## config.mk

```make
export PLATFORM = sky130hd
export DESIGN_NAME = tofr_regs
export DESIGN_NICKNAME = d
export VERILOG_FILES = /design/src/tofr_pkg.sv /design/src/tofr_offset_adder.sv /design/src/tofr_regs.sv
export SDC_FILE = /design/constraint.sdc
export NUM_CORES = 1
export LEC_CHECK = 0
export BUFFER_PORTS_ARGS = -buffer_cell sky130_fd_sc_hd__clkbuf_2
export CORE_AREA = 2 2 95 97
export DETAILED_ROUTE_END_ITERATION = 8
export DIE_AREA = 0 0 97 99
export GPL_TIMING_DRIVEN = 0
export MAX_ROUTING_LAYER = met4
export PLACE_DENSITY = 0.68
export SYNTH_ARGS = -nofsm -noshare
export SYNTH_HDL_FRONTEND = slang
export SYNTH_HIERARCHICAL = 1
export SYNTH_SLANG_ARGS = --single-unit
```

## constraint.sdc

```tcl
create_clock -name core_clk -period 3.3 [get_ports core_clk]
set_clock_uncertainty 0.1 [all_clocks]
set_input_delay 0.495 -clock core_clk [delete_from_list [all_inputs] [get_ports core_clk]]
set_output_delay 0.495 -clock core_clk [all_outputs]
set_load 0.02 [all_outputs]
```

## src/tofr_pkg.sv

```systemverilog
// package: register map, field layout and reset values of the temperature offset registers
`default_nettype none
package tofr_pkg;

  // ------------------------------------------------------------
  // register offsets
  // ------------------------------------------------------------
  localparam logic [7:0] TOFR_ADDR_LOCAL_OFS = 8'h0D;
  localparam logic [7:0] TOFR_ADDR_R1_OFS    = 8'h0E;
  localparam logic [7:0] TOFR_ADDR_R2_OFS    = 8'h0F;
  localparam logic [7:0] TOFR_ADDR_BEHAV     = 8'h3F;

  // ------------------------------------------------------------
  // field positions and widths
  // ------------------------------------------------------------
  localparam int         TOFR_SIGN_BIT   = 7;
  localparam int         TOFR_FAN_EN_BIT = 7;
  localparam int         TOFR_MAG_W      = 4;
  localparam logic [2:0] TOFR_UNUSED_VAL = 3'h0;
  localparam logic [2:0] TOFR_BEHAV_GAP  = 3'h0;

  // ------------------------------------------------------------
  // reset values
  // ------------------------------------------------------------
  localparam logic [7:0] TOFR_RST_OFS    = 8'h00;
  localparam logic       TOFR_RST_FAN_EN = 1'b1;
  localparam logic [7:0] TOFR_RD_UNMAP   = 8'h00;

  // register access request from the serial bus interface
  typedef struct packed {
    logic       wr;
    logic       rd;
    logic [7:0] addr;
    logic [7:0] wdata;
  } tofr_req_t;

  // keep sign and magnitude, force the unused bits to zero
  function automatic logic [7:0] tofr_pack_offset(input logic [7:0] wdata);
    tofr_pack_offset = {wdata[TOFR_SIGN_BIT], TOFR_UNUSED_VAL, wdata[TOFR_MAG_W-1:0]};
  endfunction

endpackage
`default_nettype wire

```

## src/tofr_offset_adder.sv

```systemverilog
// module: applies a signed one-degree-step offset to a temperature reading
`default_nettype none
module tofr_offset_adder
  import tofr_pkg::*;
#(
  parameter int TEMP_W = 11,
  parameter int FRAC_W = 3
)(
  input  wire logic                     core_clk,  // core clock
  input  wire logic                     rst,       // async reset, high
  input  wire logic signed [TEMP_W-1:0] temp_raw,  // raw reading
  input  wire logic [7:0]               ofs_reg,   // offset register
  output logic signed [TEMP_W-1:0]      temp_adj   // adjusted reading
);

  logic signed [TEMP_W:0]   ext_w;
  logic signed [TEMP_W:0]   dlt_w;
  logic signed [TEMP_W:0]   sum_w;
  logic                     ovf_w;
  logic signed [TEMP_W-1:0] sat_w;
  logic signed [TEMP_W-1:0] adj_q;

  // ------------------------------------------------------------
  // add or subtract the magnitude, scaled to whole degrees
  // ------------------------------------------------------------
  assign ext_w = {temp_raw[TEMP_W-1], temp_raw};
  assign dlt_w = {{(TEMP_W+1-TOFR_MAG_W-FRAC_W){1'b0}}, ofs_reg[TOFR_MAG_W-1:0],
                  {FRAC_W{1'b0}}};
  assign sum_w = ofs_reg[TOFR_SIGN_BIT] ? (ext_w - dlt_w) : (ext_w + dlt_w);
  // clamp instead of wrapping at the range ends
  assign ovf_w = sum_w[TEMP_W] != sum_w[TEMP_W-1];
  assign sat_w = ovf_w ? {sum_w[TEMP_W], {(TEMP_W-1){~sum_w[TEMP_W]}}}
                       : sum_w[TEMP_W-1:0];

  // registered result
  always_ff @(posedge core_clk or posedge rst)
  begin
    if (rst)
      adj_q <= '0;
    else
      adj_q <= sat_w;
  end

  assign temp_adj = adj_q;

endmodule
`default_nettype wire

```

## src/tofr_regs.sv

```systemverilog
// module: temperature offset registers and overtemp-to-fan behaviour register
// Function
// - enable bit forces fans full while overtemp
// - enable cleared: overtemp leaves fans alone
// - enable bit resets to one
// - low nibble reads revision, writes ignored
// - local sign: zero adds, one subtracts
// - local magnitude bits 3:0, up to 15
// - remote 1 sign: zero adds, one subtracts
// - remote bits 6:4 read zero
// - remote 1 magnitude bits 3:0, up to 15
// - remote 2 sign: zero adds, one subtracts
// - remote 2 magnitude bits 3:0, up to 15
// - offset registers reset to zero
`default_nettype none
module tofr_regs
  import tofr_pkg::*;
#(
  parameter int         TEMP_W   = 11,
  parameter int         FRAC_W   = 3,
  parameter logic [3:0] REVISION = 4'h1  // arbitrary value
)(
  input  wire logic                     core_clk,       // core clock
  input  wire logic                     rst,            // async reset, high
  input  wire tofr_req_t                reg_req,        // register access
  output logic [7:0]                    reg_rdata,      // read data, next cycle
  input  wire logic                     overtemp_n,     // overtemp output level, low
  output logic                          fan_full_speed, // force fans to full
  input  wire logic signed [TEMP_W-1:0] local_raw,      // local raw reading
  input  wire logic signed [TEMP_W-1:0] remote1_raw,    // remote 1 raw reading
  input  wire logic signed [TEMP_W-1:0] remote2_raw,    // remote 2 raw reading
  output logic signed [TEMP_W-1:0]      local_adj,      // local adjusted
  output logic signed [TEMP_W-1:0]      remote1_adj,    // remote 1 adjusted
  output logic signed [TEMP_W-1:0]      remote2_adj     // remote 2 adjusted
);

  logic [7:0] local_temp_offset_q;
  logic [7:0] remote1_temp_offset_q;
  logic [7:0] remote2_temp_offset_q;
  logic       full_speed_on_overtemp_enable_q;
  logic       fan_full_q;
  logic [7:0] rdata_q;
  logic [7:0] rdata_d;
  logic [7:0] behav_w;
  logic       wr_local_w;
  logic       wr_r1_w;
  logic       wr_r2_w;
  logic       wr_behav_w;

  // ------------------------------------------------------------
  // address decode
  // ------------------------------------------------------------
  assign wr_local_w = reg_req.wr && (reg_req.addr == TOFR_ADDR_LOCAL_OFS);
  assign wr_r1_w    = reg_req.wr && (reg_req.addr == TOFR_ADDR_R1_OFS);
  assign wr_r2_w    = reg_req.wr && (reg_req.addr == TOFR_ADDR_R2_OFS);
  assign wr_behav_w = reg_req.wr && (reg_req.addr == TOFR_ADDR_BEHAV);

  // behaviour register image: revision is a constant, not storage
  assign behav_w = {full_speed_on_overtemp_enable_q, TOFR_BEHAV_GAP, REVISION};

  // read mux, unmapped addresses answer zero
  always_comb
  begin
    if (reg_req.addr == TOFR_ADDR_LOCAL_OFS)
      rdata_d = local_temp_offset_q;
    else if (reg_req.addr == TOFR_ADDR_R1_OFS)
      rdata_d = remote1_temp_offset_q;
    else if (reg_req.addr == TOFR_ADDR_R2_OFS)
      rdata_d = remote2_temp_offset_q;
    else if (reg_req.addr == TOFR_ADDR_BEHAV)
      rdata_d = behav_w;
    else
      rdata_d = TOFR_RD_UNMAP;
  end

  // ------------------------------------------------------------
  // offset registers
  // ------------------------------------------------------------
  always_ff @(posedge core_clk or posedge rst)
  begin
    if (rst)
    begin
      local_temp_offset_q   <= TOFR_RST_OFS;
      remote1_temp_offset_q <= TOFR_RST_OFS;
      remote2_temp_offset_q <= TOFR_RST_OFS;
    end
    else
    begin
      if (wr_local_w)
        local_temp_offset_q <= tofr_pack_offset(reg_req.wdata);
      if (wr_r1_w)
        remote1_temp_offset_q <= tofr_pack_offset(reg_req.wdata);
      if (wr_r2_w)
        remote2_temp_offset_q <= tofr_pack_offset(reg_req.wdata);
    end
  end

  // behaviour bit; only bit 7 is writable
  always_ff @(posedge core_clk or posedge rst)
  begin
    if (rst)
      full_speed_on_overtemp_enable_q <= TOFR_RST_FAN_EN;
    else if (wr_behav_w)
      full_speed_on_overtemp_enable_q <= reg_req.wdata[TOFR_FAN_EN_BIT];
  end

  // read data register
  always_ff @(posedge core_clk or posedge rst)
  begin
    if (rst)
      rdata_q <= TOFR_RD_UNMAP;
    else if (reg_req.rd)
      rdata_q <= rdata_d;
  end

  assign reg_rdata = rdata_q;

  // ------------------------------------------------------------
  // overtemp to fan forcing
  // ------------------------------------------------------------
  always_ff @(posedge core_clk or posedge rst)
  begin
    if (rst)
      fan_full_q <= 1'b0;
    else
      fan_full_q <= full_speed_on_overtemp_enable_q && !overtemp_n;
  end

  assign fan_full_speed = fan_full_q;

  // ------------------------------------------------------------
  // offset application per channel
  // ------------------------------------------------------------
  // adjusted values go on to reading registers and limit logic
  tofr_offset_adder #(.TEMP_W(TEMP_W), .FRAC_W(FRAC_W)) u_local (
    .core_clk (core_clk),
    .rst      (rst),
    .temp_raw (local_raw),
    .ofs_reg  (local_temp_offset_q),
    .temp_adj (local_adj)
  );

  tofr_offset_adder #(.TEMP_W(TEMP_W), .FRAC_W(FRAC_W)) u_remote1 (
    .core_clk (core_clk),
    .rst      (rst),
    .temp_raw (remote1_raw),
    .ofs_reg  (remote1_temp_offset_q),
    .temp_adj (remote1_adj)
  );

  tofr_offset_adder #(.TEMP_W(TEMP_W), .FRAC_W(FRAC_W)) u_remote2 (
    .core_clk (core_clk),
    .rst      (rst),
    .temp_raw (remote2_raw),
    .ofs_reg  (remote2_temp_offset_q),
    .temp_adj (remote2_adj)
  );

  // first cycle after reset release
  logic seen_q;
  always_ff @(posedge core_clk or posedge rst)
  begin
    if (rst)
      seen_q <= 1'b0;
    else
      seen_q <= 1'b1;
  end
endmodule
`default_nettype wire
```

==> results.toml <==
[clock_tree]
cts_tree = "done"
h-tree-depth = 2
cts_resized = 0
cts_root_buffer = "clkbuf_8"
worst_skew_pair.late_latency_ns = 0.31
numCtsBuffers = 5
cts_max_path_buffers = 2
post-cts-setup-buffer-count = 0
clock-sinks = 55
cts.clk_slew.worst_paths_ns = 0.10
cts.hold.buffers_added = 0

[synth]
avgSynthCellArea_sq_um = 10.9
netlist_instances = 341
synth_area_sq_um = 3730
ys_seq_area_frac = 0.369
synth.most_common_cell = "dfrtp_1"
synth_top_area_share = 0.362
yosysTopAreaCell = "dfrtp_1"
yosysWarnings = 6
synth_async_sr_flop_share = 1.00
ys.flop_type = "dfrtp_1"
yosysUniqueCellTypes = 63
synthTopCellsByCount = "dfrtp_1 (54), ha_1 (33), inv_1 (30)"
synth-edff-count = 0
ys_ff_latch = 55
synth_area_leaders = "dfrtp_1 (36%), ha_1 (11%), mux2_2 (4.8%)"

[power_and_ir_drop]
power_leakage_nw = 2.06
p_per_area_nw_per_um2 = 619
worst_ir_drop_vdd_mv = 0.166

[sta]
worst_pin_slew_ns = 0.872
fin_crit_ns = 3.03
final_max_slew_viol_count = 0
timing.final.crit_share = 0.917
setup_viol = 0
max_slew_margin = 0.418
finalHoldViolCount = 0
fmax_ghz = 0.330
grt_setup_unrepaired = "no"
setup_total_negative_slack_ns = 0

[global_routing]
antenna_found_initial = 0
grt_usage = 0.160
grt_first_pass_wirelength_um = 12200
grt_start_max_net_pins = 23
globalRouteOverflowTotal = 0
grt_pass1_vias = 2693

[detailed_routing]
drc = 0
wl_um = 7260
first_pass_iters = 4
wl_per_cell_um = 13.3
viasPerCell = 4.99
ant_nets = 0
top_layer_used = "met4"
met1_length_um = 3390
met3_length_um = 288
drt_iter0_markers = 77
num_vias = 2726
route.met2.wl_um = 3490

[floorplan]
die_area_sq_um = 9600
die_h_um = 99
core_sq_um = 8550
fp.dieW_um = 97
rows = 34
io_pins = 96
start_util = 0.436

[finish]
final_layout_size_suffix_gt1_frac = 0.361
fin_util = 0.514
fill_cells = 799
layout.cells.non_filler = 546
syn2layout_area_growth_pct = 17.8
diodes = 0
final_nets = 527

[setup_path]
rrSetupSlack_ns = 0.27
startpoint_type = "flip-flop"
crit_path_end_kind = "flip-flop"
critPathRequiredTime_ns = 3.45
ff2ff_path_depth = 9
critPathArrivalTime_ns = 3.18
path_class = "reg -> reg"
critPathMaxFanout = 10

[placed_design]
dp_cells = 538
portBuffers = 87
dp_hpwl_um = 6020
gp_congestion = 0.811

[hold_path]
min_path_type = "in -> async"

[status]
status = "finished clean"

[flow_run]
maxCapViolations = 0
[per-stage QoR]
step | hold WS [ns] | worst slack [ns] | instance area [sq um] | power, mW
after detailed placement | 0.423 | 0.319 | 4310 | 2.38
after global routing | 0.149 | 0.0409 | 4400 | 2.91
after floorplan | 0.247 | 0.669 | 3740 | 2.00
after global placement | 0.416 | 0.426 | 4310 | 2.35
final | 0.119 | 0.273 | 4400 | 2.72
after CTS | 0.127 | 0.286 | 4400 | 2.75
[where the power goes]
group	internal, mW	switching (mW)	total [mW]
registers	0.882	0.0647	0.947
clock network	0.149	0.219	0.368
logic	0.588	0.815	1.40
total	1.62	1.10	2.72
[sequential cells by signal, summed over array words and instances (netlist names)]
register                         count
remote2_temp_offset_q                5
local_temp_offset_q                  5
reg_rdata                            5
u_remote2/temp_adj                  11
full_speed_on_overtemp_enable_q      1
remote1_temp_offset_q                5
u_remote1/temp_adj                  11
u_local/temp_adj                    11
fan_full_speed                       1
[final timing paths]
| path | from | end |
|---|---|---|
| min in group core_clk | overtemp_n | fan_full_speed |
| hold / removal | rst | u_local/temp_adj[3] |
| max in group asynchronous | rst | remote2_temp_offset_q[3] |
| hold reg to reg | full_speed_on_overtemp_enable_q | fan_full_speed |
| setup reg to reg | remote2_temp_offset_q[2] | u_remote2/temp_adj[8] |
| setup / recovery | remote2_temp_offset_q[2] | u_remote2/temp_adj[8] |
[cell usage in the layout (no fill, tap or decap), types with 4 or more instances in the layout]
| cell type | n |
|---|---|
| clkbuf_2 | 88 |
| dfrtp_1 | 54 |
| ha_1 | 33 |
| inv_1 | 30 |
| nor2_1 | 18 |
| a21oi_1 | 17 |
| mux2_2 | 16 |
| maj3_1 | 16 |
| maj3_2 | 14 |
| xnor2_1 | 11 |
| nand2_1 | 10 |
| a21o_1 | 10 |
| mux2i_1 | 7 |
| xor2_1 | 7 |
| nor3_1 | 6 |
| mux2_4 | 5 |
| clkbuf_8 | 5 |
| buf_2 | 4 |
| and3_1 | 4 |
| nor2b_1 | 4 |
| nand3_1 | 4 |
| buf_4 | 4 |
| o21a_1 | 4 |
[critical path, stage by stage, from the launching register on]
cell and delay [ns]:
dfrtp_1 0.46, nor3_1 0.32, ha_1 0.30, mux2i_1 0.14, ha_1 0.31, a21o_1 0.20
a21oi_1 0.22, nand2_1 0.15, a211oi_4 0.50, maj3_2 0.28
[cell families (layout without fill, tap and decap cells)]
kind of cell / after synthesis / count (layout) / share of synthesized area
fa+ha+maj: 66 / 66 / 0.212
compound gates: 62 / 62 / 0.125
flops: 55 / 55 / 0.369
other cells: 1 / 3 / 0.00100
xor+xnor: 21 / 21 / 0.0583
simple gates: 64 / 64 / 0.0939
buf+inv: 44 / 139 / 0.0540
mux: 28 / 28 / 0.0872
[metal layers]
layer,GRT usage,vias to the layer above
met4,0.0498,0
li1,-,1395
met3,0.0270,7
met5,-,-
met1,0.195,1263
met2,0.272,61
[cell type report]
class,count,area [sq um],area share
repair buffers,87,435,0.0991
plain buffers,12,81.3,0.0185
well taps,108,135,0.0307
inverters,32,120,0.0273
clock buffers,6,72.6,0.0165
flip-flops and latches,55,1380,0.313
multi-input cells,244,2160,0.492
clock inverters,2,12.5,0.00285
Power figures use the tool's default switching activity.
